[src/rtl/anp_params.svh]
`ifndef ANP_PARAMS_SVH
`define ANP_PARAMS_SVH

// Management device holding the auto-negotiation registers
`define ANP_DEV_ADDR       5'h07

// Register offsets within the device
`define ANP_OFF_TX_HDR     16'h0016
`define ANP_OFF_TX_MID     16'h0017
`define ANP_OFF_TX_HIGH    16'h0018
`define ANP_OFF_RX_HDR     16'h0019
`define ANP_OFF_RX_MID     16'h001A
`define ANP_OFF_RX_HIGH    16'h001B

// Reset values
`define ANP_TX_HDR_RESET   16'h2000
`define ANP_WORD_RESET     16'h0000
`define ANP_PAGE_RESET     48'h000000000000

// Field positions in the header word (codeword bits D15:D0)
`define ANP_BIT_NP         15
`define ANP_BIT_ACK        14
`define ANP_BIT_MP         13
`define ANP_BIT_ACK2       12
`define ANP_BIT_TOGGLE     11
`define ANP_CODE_MSB       10
`define ANP_CODE_LSB       0

// Word boundaries inside the 48-bit codeword
`define ANP_HDR_MSB        15
`define ANP_MID_LSB        16
`define ANP_MID_MSB        31
`define ANP_HIGH_LSB       32
`define ANP_HIGH_MSB       47

`endif

[src/rtl/anp_pkg.sv]
package anp_pkg;

    typedef logic [15:0] anp_word_t;
    typedef logic [47:0] anp_page_t;

    // Which received word a read selects
    typedef enum logic [1:0] {
        ANP_RX_HDR  = 2'b00,
        ANP_RX_MID  = 2'b01,
        ANP_RX_HIGH = 2'b10
    } anp_rx_idx_t;

    // Source of a pending read answer
    typedef enum logic [2:0] {
        ANP_SEL_NONE    = 3'b000,
        ANP_SEL_TX_HDR  = 3'b001,
        ANP_SEL_TX_MID  = 3'b010,
        ANP_SEL_TX_HIGH = 3'b011,
        ANP_SEL_RX      = 3'b100
    } anp_rd_sel_t;

endpackage

[src/rtl/anp_page_store.sv]
`timescale 1ns/100ps
`include "anp_params.svh"

module anp_page_store
(
    input  wire logic               clk_sys,  // Core clock
    input  wire logic               rst_b,    // Async reset, active low
    input  wire logic               cap,      // Received page strobe
    input  wire anp_pkg::anp_page_t cap_page, // Received 48-bit page
    input  wire logic               rd_en,    // Read one word
    input  wire anp_pkg::anp_rx_idx_t rd_idx, // Word selector
    output anp_pkg::anp_word_t      rd_word   // Registered read word
);

    anp_pkg::anp_page_t live;
    anp_pkg::anp_page_t snap;

    // Latest page from the partner, overwritten by each new one
    always_ff @(posedge clk_sys or negedge rst_b)
    begin
        if (!rst_b)
            live <= `ANP_PAGE_RESET;
        else if (cap)
            live <= cap_page;
    end

    // Header read freezes the whole page so the other words match it
    always_ff @(posedge clk_sys or negedge rst_b)
    begin
        if (!rst_b)
            snap <= `ANP_PAGE_RESET;
        else if (rd_en && rd_idx == anp_pkg::ANP_RX_HDR)
            snap <= live;
    end

    // Header comes from the live page, upper words from the snapshot
    always_ff @(posedge clk_sys or negedge rst_b)
    begin
        if (!rst_b)
            rd_word <= `ANP_WORD_RESET;
        else if (rd_en)
        begin
            case (rd_idx)
                anp_pkg::ANP_RX_HDR:
                    rd_word <= live[`ANP_HDR_MSB:0];
                anp_pkg::ANP_RX_MID:
                    rd_word <= snap[`ANP_MID_MSB:`ANP_MID_LSB];
                anp_pkg::ANP_RX_HIGH:
                    rd_word <= snap[`ANP_HIGH_MSB:`ANP_HIGH_LSB];
                default:
                    rd_word <= `ANP_WORD_RESET;
            endcase
        end
    end

endmodule

[src/rtl/anp_regs.sv]
`timescale 1ns/100ps
`include "anp_params.svh"

module anp_regs
(
    input  wire logic               clk_sys,       // Core clock, 125 MHz
    input  wire logic               rst_b,         // Async reset, active low
    input  wire logic [4:0]         mgmt_dev_addr, // Management device
    input  wire logic [15:0]        mgmt_reg_addr, // Register offset
    input  wire logic               mgmt_wr,       // Write strobe
    input  wire anp_pkg::anp_word_t mgmt_wdata,    // Write data
    input  wire logic               mgmt_rd,       // Read strobe
    output anp_pkg::anp_word_t      mgmt_rdata,    // Read data
    output logic                    mgmt_rvalid,   // Read data valid
    input  wire logic               base_done,     // Base page sent pulse
    input  wire logic               base_toggle,   // Toggle of that base page
    input  wire logic               page_sent,     // Next page sent pulse
    output anp_pkg::anp_page_t      tx_page,       // Outgoing codeword
    input  wire logic               rx_page_valid, // Partner page strobe
    input  wire anp_pkg::anp_page_t rx_page        // Partner codeword
);

    // Transmit codeword fields
    logic                tx_more_pages;
    logic                tx_message_page_flag;
    logic                tx_ack2;
    logic                tx_toggle_shadow;
    logic [10:0]         tx_code_field;
    anp_pkg::anp_word_t  tx_code_word_mid;
    anp_pkg::anp_word_t  tx_code_word_high;
    logic                hw_toggle;

    // Read pipeline
    anp_pkg::anp_rd_sel_t rd_sel;
    logic                 rd_pend;
    anp_pkg::anp_word_t   rd_word_tx;
    anp_pkg::anp_word_t   rx_word;

    logic                 store_rd;
    anp_pkg::anp_rx_idx_t store_idx;
    anp_pkg::anp_rd_sel_t next_rd_sel;

    // Address match inside the auto-negotiation device
    function automatic logic hit(input logic [4:0] dev,
                                 input logic [15:0] addr,
                                 input logic [15:0] off);
        hit = (dev == `ANP_DEV_ADDR) && (addr == off);
    endfunction

    // Header word as software sees it; reserved bit 14 reads zero
    function automatic anp_pkg::anp_word_t tx_hdr_word(input logic tog);
        anp_pkg::anp_word_t w;
        w = `ANP_WORD_RESET;
        w[`ANP_BIT_NP] = tx_more_pages;
        w[`ANP_BIT_MP] = tx_message_page_flag;
        w[`ANP_BIT_ACK2] = tx_ack2;
        w[`ANP_BIT_TOGGLE] = tog;
        w[`ANP_CODE_MSB:`ANP_CODE_LSB] = tx_code_field;
        return w;
    endfunction

    // Header fields; write to reserved bit 14 is dropped
    always_ff @(posedge clk_sys or negedge rst_b)
    begin
        if (!rst_b)
        begin
            tx_more_pages        <= 1'(`ANP_TX_HDR_RESET >> `ANP_BIT_NP);
            tx_message_page_flag <= 1'(`ANP_TX_HDR_RESET >> `ANP_BIT_MP);
            tx_ack2              <= 1'(`ANP_TX_HDR_RESET >> `ANP_BIT_ACK2);
            tx_toggle_shadow     <= 1'(`ANP_TX_HDR_RESET >> `ANP_BIT_TOGGLE);
            tx_code_field        <= 11'(`ANP_TX_HDR_RESET);
        end
        else if (mgmt_wr && hit(mgmt_dev_addr, mgmt_reg_addr, `ANP_OFF_TX_HDR))
        begin
            tx_more_pages        <= mgmt_wdata[`ANP_BIT_NP];
            tx_message_page_flag <= mgmt_wdata[`ANP_BIT_MP];
            tx_ack2              <= mgmt_wdata[`ANP_BIT_ACK2];
            tx_toggle_shadow     <= mgmt_wdata[`ANP_BIT_TOGGLE];
            tx_code_field        <= mgmt_wdata[`ANP_CODE_MSB:`ANP_CODE_LSB];
        end
    end

    always_ff @(posedge clk_sys or negedge rst_b)
    begin
        if (!rst_b)
            tx_code_word_mid <= `ANP_WORD_RESET;
        else if (mgmt_wr && hit(mgmt_dev_addr, mgmt_reg_addr, `ANP_OFF_TX_MID))
            tx_code_word_mid <= mgmt_wdata;
    end

    always_ff @(posedge clk_sys or negedge rst_b)
    begin
        if (!rst_b)
            tx_code_word_high <= `ANP_WORD_RESET;
        else if (mgmt_wr &&
                 hit(mgmt_dev_addr, mgmt_reg_addr, `ANP_OFF_TX_HIGH))
            tx_code_word_high <= mgmt_wdata;
    end

    // hardware toggle sequence
    // Base page load wins if both strobes coincide, as it restarts the run
    always_ff @(posedge clk_sys or negedge rst_b)
    begin
        if (!rst_b)
            hw_toggle <= 1'b0;
        else if (base_done)
            hw_toggle <= ~base_toggle;
        else if (page_sent)
            hw_toggle <= ~hw_toggle;
    end

    // Outgoing codeword; D14 is left zero for the arbitration logic to set
    always_ff @(posedge clk_sys or negedge rst_b)
    begin
        if (!rst_b)
            // Message page flag already shows in reset, as its field does
            tx_page <= {`ANP_WORD_RESET, `ANP_WORD_RESET, `ANP_TX_HDR_RESET};
        else
        begin
            tx_page <= {tx_code_word_high, tx_code_word_mid,
                        tx_hdr_word(hw_toggle)};
        end
    end

    // Read decode, first cycle of a read
    always_comb
    begin
        next_rd_sel = anp_pkg::ANP_SEL_NONE;
        store_idx   = anp_pkg::ANP_RX_HDR;
        store_rd    = 1'b0;
        if (mgmt_rd)
        begin
            if (hit(mgmt_dev_addr, mgmt_reg_addr, `ANP_OFF_TX_HDR))
                next_rd_sel = anp_pkg::ANP_SEL_TX_HDR;
            else if (hit(mgmt_dev_addr, mgmt_reg_addr, `ANP_OFF_TX_MID))
                next_rd_sel = anp_pkg::ANP_SEL_TX_MID;
            else if (hit(mgmt_dev_addr, mgmt_reg_addr, `ANP_OFF_TX_HIGH))
                next_rd_sel = anp_pkg::ANP_SEL_TX_HIGH;
            else if (hit(mgmt_dev_addr, mgmt_reg_addr, `ANP_OFF_RX_HDR))
            begin
                next_rd_sel = anp_pkg::ANP_SEL_RX;
                store_rd    = 1'b1;
            end
            else if (hit(mgmt_dev_addr, mgmt_reg_addr, `ANP_OFF_RX_MID))
            begin
                next_rd_sel = anp_pkg::ANP_SEL_RX;
                store_idx   = anp_pkg::ANP_RX_MID;
                store_rd    = 1'b1;
            end
            else if (hit(mgmt_dev_addr, mgmt_reg_addr, `ANP_OFF_RX_HIGH))
            begin
                next_rd_sel = anp_pkg::ANP_SEL_RX;
                store_idx   = anp_pkg::ANP_RX_HIGH;
                store_rd    = 1'b1;
            end
        end
    end

    // Transmit words are staged so every read has the same latency
    always_ff @(posedge clk_sys or negedge rst_b)
    begin
        if (!rst_b)
        begin
            rd_sel     <= anp_pkg::ANP_SEL_NONE;
            rd_pend    <= 1'b0;
            rd_word_tx <= `ANP_WORD_RESET;
        end
        else
        begin
            rd_sel  <= next_rd_sel;
            rd_pend <= mgmt_rd;
            case (next_rd_sel)
                anp_pkg::ANP_SEL_TX_HDR:
                    rd_word_tx <= tx_hdr_word(tx_toggle_shadow);
                anp_pkg::ANP_SEL_TX_MID:
                    rd_word_tx <= tx_code_word_mid;
                anp_pkg::ANP_SEL_TX_HIGH:
                    rd_word_tx <= tx_code_word_high;
                default:
                    rd_word_tx <= `ANP_WORD_RESET;
            endcase
        end
    end

    // Answer register; unmapped reads return zero
    always_ff @(posedge clk_sys or negedge rst_b)
    begin
        if (!rst_b)
        begin
            mgmt_rdata  <= `ANP_WORD_RESET;
            mgmt_rvalid <= 1'b0;
        end
        else
        begin
            mgmt_rvalid <= rd_pend;
            case (rd_sel)
                anp_pkg::ANP_SEL_RX:
                    mgmt_rdata <= rx_word;
                anp_pkg::ANP_SEL_NONE:
                    mgmt_rdata <= `ANP_WORD_RESET;
                default:
                    mgmt_rdata <= rd_word_tx;
            endcase
        end
    end

    // partner page held
    // Writes to these offsets are ignored since they never reach the store
    anp_page_store u_store
    (
        .clk_sys  (clk_sys),
        .rst_b    (rst_b),
        .cap      (rx_page_valid),
        .cap_page (rx_page),
        .rd_en    (store_rd),
        .rd_idx   (store_idx),
        .rd_word  (rx_word)
    );

endmodule

[config.mk]
export PLATFORM = sky130hd
export DESIGN_NAME = anp_regs
export DESIGN_NICKNAME = d
export VERILOG_FILES = /design/src/rtl/anp_pkg.sv /design/src/rtl/anp_page_store.sv /design/src/rtl/anp_regs.sv
export VERILOG_INCLUDE_DIRS = /design/src /design/src/rtl
export SDC_FILE = /design/constraint.sdc
export NUM_CORES = 1
export LEC_CHECK = 0
export BUFFER_PORTS_ARGS = -buffer_cell sky130_fd_sc_hd__buf_2
export CAP_MARGIN = 20
export CORE_MARGIN = 5
export CORE_UTILIZATION = 25
export CTS_BUF_LIST = sky130_fd_sc_hd__clkbuf_4 sky130_fd_sc_hd__clkbuf_8
export DETAILED_ROUTE_END_ITERATION = 10
export GPL_ROUTABILITY_DRIVEN = 0
export PLACE_DENSITY_LB_ADDON = 0.2
export SYNTH_ARGS = -nofsm -noshare
export SYNTH_HDL_FRONTEND = slang
export SYNTH_SLANG_ARGS = --single-unit
[constraint.sdc]
create_clock -name clk_sys -period 2.2 [get_ports clk_sys]
set_input_delay 0 -clock clk_sys [delete_from_list [all_inputs] [get_ports clk_sys]]
set_output_delay 0 -clock clk_sys [all_outputs]
set_load 0.05 [all_outputs]
==> Implementation_results.wiki, run 1 <==
{| class="wikitable"
! Metric !! Value
|-
| Part of the Yosys area used for sequential elements || between 60% and 70%
|-
| Final hold violation count || 0
|-
| Min-Delay Path Class || in2async
|-
| Placed cell count || ~1200
|-
| Count of final setup violators || 0
|-
| Placed inst area || roughly 10000 sq um
|-
| Mapped Nets || 740
|-
| Worst-margin pin slew || approximately 590 ps
|-
| Final Total Pwr || around 9.1 mW
|-
| Number of cells on the worst reg-to-reg path || 3
|-
| Worst-path fanout max || 36
|-
| Cell-by-cell listing of the critical path || dlygate4sd3_1 -> buf_2 -> nor4bb_1 -> nand4_1 -> buf_4 -> or2_1 -> buf_4 -> o21ai_0
|-
| Synth Area per Inst || ~14 sq um
|-
| Startpoint of the lowest-slack register-to-register path || rd_sel[1]$_DFF_PN0_
|-
| Via count normalized by instance count || 4.239
|-
| Clock tree from TritonCTS || built
|-
| Maximum number of pins on one net before global-route repair || 67
|-
| Antenna violations before repair || 0
|-
| Post-CTS setup buffers || 0
|-
| Core ar. || 34710 sq um
|-
| Floorplan die height || between 150 and 200 microns
|-
| Leakage Power || 5.821 nW
|-
| Most common cell in the synthesized netlist || sky130_fd_sc_hd__dfrtp_1
|-
| Wire length of the first global-routing pass || 37730 microns
|-
| FF+latch count, synth || 228
|-
| Buffers and inverters on the worst path || 4
|-
| Result of the run || complete, no violations
|-
| Number of global-route vias before repair || about 6600
|-
| Fraction of final layout cells with drive strength greater than 1 || a little over two fifths
|-
| FF-to-FF End || mgmt_rdata[2]$_DFF_PN0_
|-
| Master cell of the clock root buffer || sky130_fd_sc_hd__clkbuf_8
|-
| Buffers added on ports || approximately 160
|-
| Total count of max-transition violations in the final report || 0
|-
| Endpoint of the worst setup timing path || u_store.rd_word[7]$_DFFE_PN0P_
|-
| Tot GR Track Use || about an eighth
|-
| Cell seen most often among critical-path stages || sky130_fd_sc_hd__buf_4
|-
| Post-layout nets || slightly below 1000
|-
| Overall die width || between 150 and 200 microns
|-
| Startpoint Class || primary input
|-
| Setup repair after global routing missed its margin || no
|-
| Non-Filler Cell Area, Final || around 12000 sq um
|-
| Relative slew margins || about three fifths
|-
| Final Hold Slack || between 15 and 20 ps
|-
| Power density of the placed cells || a little under 800 nW/um^2
|-
| Total via count after detailed routing || roughly 5900
|-
| Cell taking the most area after synthesis || sky130_fd_sc_hd__dfrtp_1
|-
| Clk slew on worst S/H paths || 60 ps
|-
| Post-synthesis cell area || approximately 8800 sq um
|-
| Total overflow reported by the global router || 0
|-
| Routed length per instance || 17.23 microns
|-
| Min Clock Period, post-route || around 1800 ps
|-
| Number of top-level pins || approximately 160
|-
| Worst skew pair latency || between 500 and 600 ps
|-
| CTS max path bufs || 3
|-
| Total of hold buffers inserted after clock tree synthesis || 72
|-
| Cell variety after synth || around 40
|-
| Setup TNS after final layout || 0 ps
|-
| Routed Wire Length || roughly 24000 microns
|-
| Fraction of post-synthesis cell area in the top cell type by area || between 60% and 70%
|-
| Share of the cycle needed by the critical path after routing || between 80% and 90%
|-
| CTS Sinks || 228
|-
| Crit. path cell count || 8
|-
| Startpoint of the worst setup timing path || mgmt_rd
|-
| Die outline area || approximately 40000 sq um
|-
| Total number of H-tree levels || 2
|-
| Area contributors post-synth || sky130_fd_sc_hd__dfrtp_1, sky130_fd_sc_hd__mux2_2, sky130_fd_sc_hd__nand2_1
|-
| Proportion of register bits with asynchronous set or reset after synthesis || 100.0%
|-
| Worst slack, placed || slightly below 300 ps
|-
| Final core utilization || 34.25%
|-
| Minimum setup slack among reg-to-reg paths || between 700 and 800 ps
|-
| Peak supply drop || between 0.3 and 0.4 mV
|-
| Initial standard-cell utilization of the core || 25.42%
|-
| Max incr delay on CP || between 500 and 600 ps
|-
| Final worst setup slack || about 360 ps
|-
| Number of filler cells placed in the layout || between 3000 and 4000
|-
| Initial drt markers || between 150 and 200
|-
| Synth warn || 0
|-
| Layout Area Growth over Synthesis || 34.72%
|-
| Synth Flop Type || sky130_fd_sc_hd__dfrtp_1
|-
| Number of buffers inserted during clock tree synthesis || 40
|-
| Cell type group with the largest total delay on the critical path || buffers and inverters
|-
| Slowest cell on the critical path || sky130_fd_sc_hd__dlygate4sd3_1
|-
| Number of antenna diodes || 0
|-
| Number of non-filler instances in the completed layout || 1385
|-
| Required time at the endpoint of the critical path || 2650 ps
|-
| Worst Clk Skew || 25.46 ps
|-
| Kind of capture point of the worst setup path || flop
|-
| Drt pass-1 iters || 4
|-
| EDFF count, synth || 0
|-
| Number of nets with antenna violations after routing || 0
|-
| Synthesized netlist cell count || approximately 650
|-
| HPWL after DPL || around 16000 microns
|-
| Row cnt || 68
|-
| Commonest cells in the netlist || sky130_fd_sc_hd__dfrtp_1, sky130_fd_sc_hd__mux2_2, sky130_fd_sc_hd__nand2_1
|-
| Arrival @ worst endpoint || about 2300 ps
|-
| Number of instances resized during post-cts repair || 0
|-
| DRC violations left || 0
|-
| Maximum achievable frequency || 543.3 MHz
|-
| Setup Crit Path Kind || in2reg
|-
| Max Cap Viol || 0
|}
## metal layers
metal  share of wire (%)  up-vias  track usage, %
met5                   0        -               0
met4                 2.0        0           3.520
met3                 4.2       40           2.637
met2                  47      124           19.42
met1                  47     2925           16.72
li1                    -     2782               -
## placed cells by master, fill, tap and decap left out, drive strengths merged
master,count
a211o,1
a21oi,17
a221o,15
a22o,1
a22oi,15
and4bb,1
buf,177
bufinv,1
clkbuf,70
clkinv,1
conb,1
dfrtp,226
dfstp,2
dlygate4sd3,72
inv,16
mux2,127
mux2i,1
nand2,65
nand2b,15
nand3,1
nand3b,2
nand4,3
nand4b,1
nor2,7
nor2b,17
nor3,17
nor4,2
nor4b,3
nor4bb,1
o21ai,31
o31ai,16
or2,3
or4,1
xor2,1
## worst min-delay path by stage
| stage | start | to | slack, ps | cells after the start |
|---|---|---|---|---|
| after floorplan | rst_b | hw_toggle$_DFFE_PN0P_ | -300 | 0 |
| after global placement | rst_b | tx_page[9]$_DFF_PN0_ | 10 | 1 |
| after detailed placement | rst_b | tx_page[9]$_DFF_PN0_ | 8 | 1 |
| after CTS | rst_b | rd_word_tx[4]$_DFF_PN0_ | 7 | 2 |
| after global routing | rx_page_valid | u_store.live[9]$_DFFE_PN0P_ | 40 | 3 |
| final | rst_b | tx_code_field[9]$_DFFE_PN0P_ | 20 | 2 |
## kinds of logic after synthesis
logic type / after synthesis / share of synthesized area (%)
flops: 228 / 64.68
compound gates: 96 / 7.259
buf+inv: 54 / 2.609
other cells: 1 / 0.04249
mux: 128 / 16.74
simple gates: 139 / 8.564
xor+xnor: 1 / 0.09927
## cell type report
cell class              instances  area [sq um]  area share, %
multi-input cells             365          2904          24.43
well taps                     455         569.3          4.788
clock inverters                 3         43.79         0.3683
flip-flops and latches        228          5708          48.01
clock buffers                  70         850.8          7.156
repair buffers                249          1757          14.78
inverters                      15         56.30         0.4736
## state kept, by name, summed over array words and instances (netlist names), 16 cells and up
register,cells
u_store.live,48
tx_page,47
u_store.snap,32
mgmt_rdata,16
rd_word_tx,16
tx_code_word_high,16
tx_code_word_mid,16
u_store.rd_word,16
## where the power goes
part	total, mW	leakage (nW)	switching, mW	internal [mW]
logic	0.553	2.28	0.267	0.286
registers	4.35	3.06	0.0566	4.29
clock network	4.25	0.479	1.71	2.54
No activity file was read; power rests on OpenSTA's default activity.
==> inputs of run 2 (changes only) <==
--- a/config.mk
+++ b/config.mk
@@ -6,6 +6,7 @@
 export SDC_FILE = /design/constraint.sdc
 export NUM_CORES = 1
 export LEC_CHECK = 0
+export ABC_AREA = 1
 export BUFFER_PORTS_ARGS = -buffer_cell sky130_fd_sc_hd__buf_2
 export CAP_MARGIN = 20
 export CORE_MARGIN = 5
==> constraint.sdc (replaced) <==
create_clock -name clk_sys -period 1.6 [get_ports clk_sys]
set_input_delay 0 -clock clk_sys [delete_from_list [all_inputs] [get_ports clk_sys]]
set_output_delay 0 -clock clk_sys [all_outputs]
set_load 0.05 [all_outputs]
==> Implementation_results.wiki, run 2 <==
{| class="wikitable"
! Metric !! Value
|-
| Result of the run || complete, no violations (unchanged)
|-
| Relative slew margins || 62.48% (was 60.43%)
|-
| Worst-path fanout max || 1 (was 36)
|-
| Startpoint Class || primary input (unchanged)
|-
| Total number of H-tree levels || 2 (unchanged)
|-
| Synthesized netlist cell count || 888 (was 647)
|-
| Top reg by flops || u_store.live (unchanged)
|-
| Count of final setup violators || 0 (unchanged)
|-
| Arrival @ worst endpoint || 1920 ps (was 2290 ps)
|-
| Peak supply drop || 0.4481 mV (was 0.3683 mV)
|-
| Setup repair after global routing missed its margin || no (unchanged)
|-
| FF+latch count, synth || 228 (unchanged)
|-
| Maximum achievable frequency || between 600 and 700 MHz
|-
| CTS max path bufs || 3 (unchanged)
|-
| Final Hold Slack || 25.70 ps (was 18.90 ps)
|-
| Synth warn || 0 (unchanged)
|-
| Row cnt || 69 (was 68)
|-
| Number of filler cells placed in the layout || 3664 (was 3559)
|-
| Area contributors post-synth || sky130_fd_sc_hd__dfrtp_1, sky130_fd_sc_hd__nand2_1, sky130_fd_sc_hd__o21ai_0 (was sky130_fd_sc_hd__dfrtp_1, sky130_fd_sc_hd__mux2_2, sky130_fd_sc_hd__nand2_1)
|-
| Number of buffers inserted during clock tree synthesis || 42 (was 40)
|-
| Drt pass-1 iters || 4 (unchanged)
|-
| Via count normalized by instance count || 4.235 (was 4.239)
|-
| Setup Crit Path Kind || in2reg (unchanged)
|-
| Initial standard-cell utilization of the core || 25.35% (was 25.42%)
|-
| CTS Sinks || 228 (unchanged)
|-
| Part of the Yosys area used for sequential elements || 63.15% (was 64.68%)
|-
| Total count of max-transition violations in the final report || 0 (unchanged)
|-
| Commonest cells in the netlist || sky130_fd_sc_hd__nand2_1, sky130_fd_sc_hd__dfrtp_1, sky130_fd_sc_hd__o21ai_0 (was sky130_fd_sc_hd__dfrtp_1, sky130_fd_sc_hd__mux2_2, sky130_fd_sc_hd__nand2_1)
|-
| Power density of the placed cells || 998.7 nW/um^2 (was 769.5 nW/um^2)
|-
| Initial drt markers || 343 (was 185)
|-
| Worst Clk Skew || 40.65 ps (was 25.46 ps)
|-
| Number of nets with antenna violations after routing || 0 (unchanged)
|-
| Tot GR Track Use || 13.07% (was 12.16%)
|-
| Buffers added on ports || 156 (unchanged)
|-
| Kind of capture point of the worst setup path || flop (unchanged)
|-
| Setup TNS after final layout || 0 ps (unchanged)
|-
| Largest registers || u_store.live x48, tx_page x47, u_store.snap x32 (unchanged)
|-
| Number of global-route vias before repair || 7735 (was 6551)
|-
| Synth Flop Type || sky130_fd_sc_hd__dfrtp_1 (unchanged)
|-
| Mapped Nets || 981 (was 740)
|-
| Number of antenna diodes || 0 (unchanged)
|-
| Cell variety after synth || 32 (was 41)
|-
| Final core utilization || 35.52% (was 34.25%)
|-
| EDFF count, synth || 0 (unchanged)
|-
| Proportion of register bits with asynchronous set or reset after synthesis || 100.0% (unchanged)
|-
| Master cell of the clock root buffer || sky130_fd_sc_hd__clkbuf_8 (unchanged)
|-
| Antenna violations before repair || 0 (unchanged)
|-
| Synth Area per Inst || 10.18 sq um (was 13.64 sq um)
|-
| DRC violations left || 0 (unchanged)
|-
| Post-synthesis cell area || 9039 sq um (was 8825 sq um)
|-
| Floorplan die height || 200.1 microns (was 197.9 microns)
|-
| Clk slew on worst S/H paths || 50 ps (was 60 ps)
|-
| Share of the cycle needed by the critical path after routing || 94.18%
|-
| Commonest non-fill, non-tap cell in the layout || sky130_fd_sc_hd__nand2_1 (was sky130_fd_sc_hd__dfrtp_1)
|-
| Clock tree from TritonCTS || built (unchanged)
|-
| Worst skew pair latency || 560 ps (was 530 ps)
|-
| Routed length per instance || 15.56 microns (was 17.23 microns)
|-
| Die outline area || 40060 sq um (was 39160 sq um)
|-
| Leakage Power || 6.373 nW (was 5.821 nW)
|-
| Cell taking the most area after synthesis || sky130_fd_sc_hd__dfrtp_1 (unchanged)
|-
| Final hold violation count || 0 (unchanged)
|-
| Min-Delay Path Class || in2reg (was in2async)
|-
| Routed Wire Length || 26210 microns (was 23870 microns)
|-
| Post-layout nets || 1285 (was 992)
|-
| Commonest cells after routing, fill and taps aside || sky130_fd_sc_hd__nand2_1, sky130_fd_sc_hd__dfrtp_1, sky130_fd_sc_hd__buf_2 (was sky130_fd_sc_hd__dfrtp_1, sky130_fd_sc_hd__buf_2, sky130_fd_sc_hd__mux2_2)
|-
| Min Clock Period, post-route || 1507 ps
|-
| Layout Area Growth over Synthesis || 40.12% (was 34.72%)
|-
| Total overflow reported by the global router || 0 (unchanged)
|-
| HPWL after DPL || 17280 microns (was 16340 microns)
|-
| Worst-margin pin slew || 562.8 ps (was 593.6 ps)
|-
| Wire length of the first global-routing pass || 42650 microns (was 37730 microns)
|-
| Fraction of final layout cells with drive strength greater than 1 || 27.72% (was 41.83%)
|-
| Total via count after detailed routing || 7132 (was 5871)
|-
| Total area of multi-input combinational cells || 2811 sq um (was 2904 sq um)
|-
| Register cell area after layout || 5708 sq um (unchanged)
|-
| Overall die width || 200.1 microns (was 197.9 microns)
|-
| Fraction of post-synthesis cell area in the top cell type by area || 62.57% (was 64.09%)
|-
| Required time at the endpoint of the critical path || 2020 ps (was 2650 ps)
|-
| Most common cell in the synthesized netlist || sky130_fd_sc_hd__nand2_1 (was sky130_fd_sc_hd__dfrtp_1)
|-
| Maximum number of pins on one net before global-route repair || 81 (was 67)
|-
| Max Cap Viol || 0 (unchanged)
|-
| Number of top-level pins || 158 (unchanged)
|-
| Core ar. || 35660 sq um (was 34710 sq um)
|-
| Number of flip-flops in the largest register || 48 (unchanged)
|}
## run 2: final timing paths
| path | from | endpoint | slack (ps) | depth (start not counted) |
|---|---|---|---|---|
| max in group asynchronous | rst_b | rd_word_tx[1]$_DFF_PN0_ | 460 | 4 |
| worst min-delay path | mgmt_reg_addr[15] | rd_sel[0]$_DFF_PN0_ | 30 | 8 |
| worst max-delay path | rx_page[16] | u_store.live[16]$_DFFE_PN0P_ | 90 | 6 |
| min in group asynchronous | rst_b | u_store.live[36]$_DFFE_PN0P_ | 490 | 3 |
| worst min register to register | rd_pend$_DFF_PN0_ | mgmt_rvalid$_DFF_PN0_ | 360 | 0 |
| worst max register to register | rd_sel[1]$_DFF_PN0_ | mgmt_rdata[1]$_DFF_PN0_ | 270 | 4 |
## run 2: what timing repair did
action,in CTS,in global routing
buffers inserted,0,2
endpoints found under the hold margin,330,0
endpoints found under the setup margin,0,19
hold buffers,128,0
resized for setup,0,3
## run 2: cell families (layout without fill, tap and decap cells)
family | Yosys count | after routing | synth area share (%)
AO/OA/AOI/OAI | 131 | 131 | 8.693
buffers and inverters | 119 | 454 | 5.911
other | 1 | 1 | 0.04149
XOR/XNOR | 1 | 1 | 0.09692
flip-flops | 228 | 228 | 63.15
AND/OR/NAND/NOR | 391 | 391 | 20.00
multiplexers | 17 | 17 | 2.104
## run 2: area by class of cell
cell class | instances | share of cell area (%)
flip-flops and latches | 228 | 45.07
multi-input cells | 541 | 22.20
repair buffers | 308 | 19.07
clock buffers | 65 | 6.422
well taps | 461 | 4.554
inverters | 71 | 2.104
clock inverters | 10 | 0.5829
## run 2: critical path, stage by stage
cell	delay, ps
sky130_fd_sc_hd__dlygate4sd3_1	540
sky130_fd_sc_hd__buf_2	120
sky130_fd_sc_hd__nand2_1	60
sky130_fd_sc_hd__dlygate4sd3_1	550
sky130_fd_sc_hd__o21ai_0	80
sky130_fd_sc_hd__dlygate4sd3_1	580
## run 2: power breakdown
| group | total [mW] | leakage, nW | switching [mW] | internal, mW |
|---|---|---|---|---|
| combinational | 0.936 | 2.82 | 0.472 | 0.464 |
| sequential | 5.94 | 3.08 | 0.0520 | 5.89 |
| clock | 5.77 | 0.480 | 2.49 | 3.28 |
| total | 12.6 | 6.37 | 3.01 | 9.63 |
## run 2: metrics by stage
stage                     cells  power [mW]  area, sq um  setup WS, ps
after CTS                  1682       12.92        12620         112.5
after detailed placement   1479       6.725        10460         88.06
final                      1684       12.65        12660         93.19
after global placement     1479       6.721        10460         131.7
after global routing       1684       13.29        12660         24.85
after floorplan             888       6.325         9039         404.2
## run 2: layer usage
metal	part of all wire [%]	track usage, %
met1	46	17.35
met2	48	21.93
met3	3.8	2.361
met4	2.4	3.959
met5	0	0
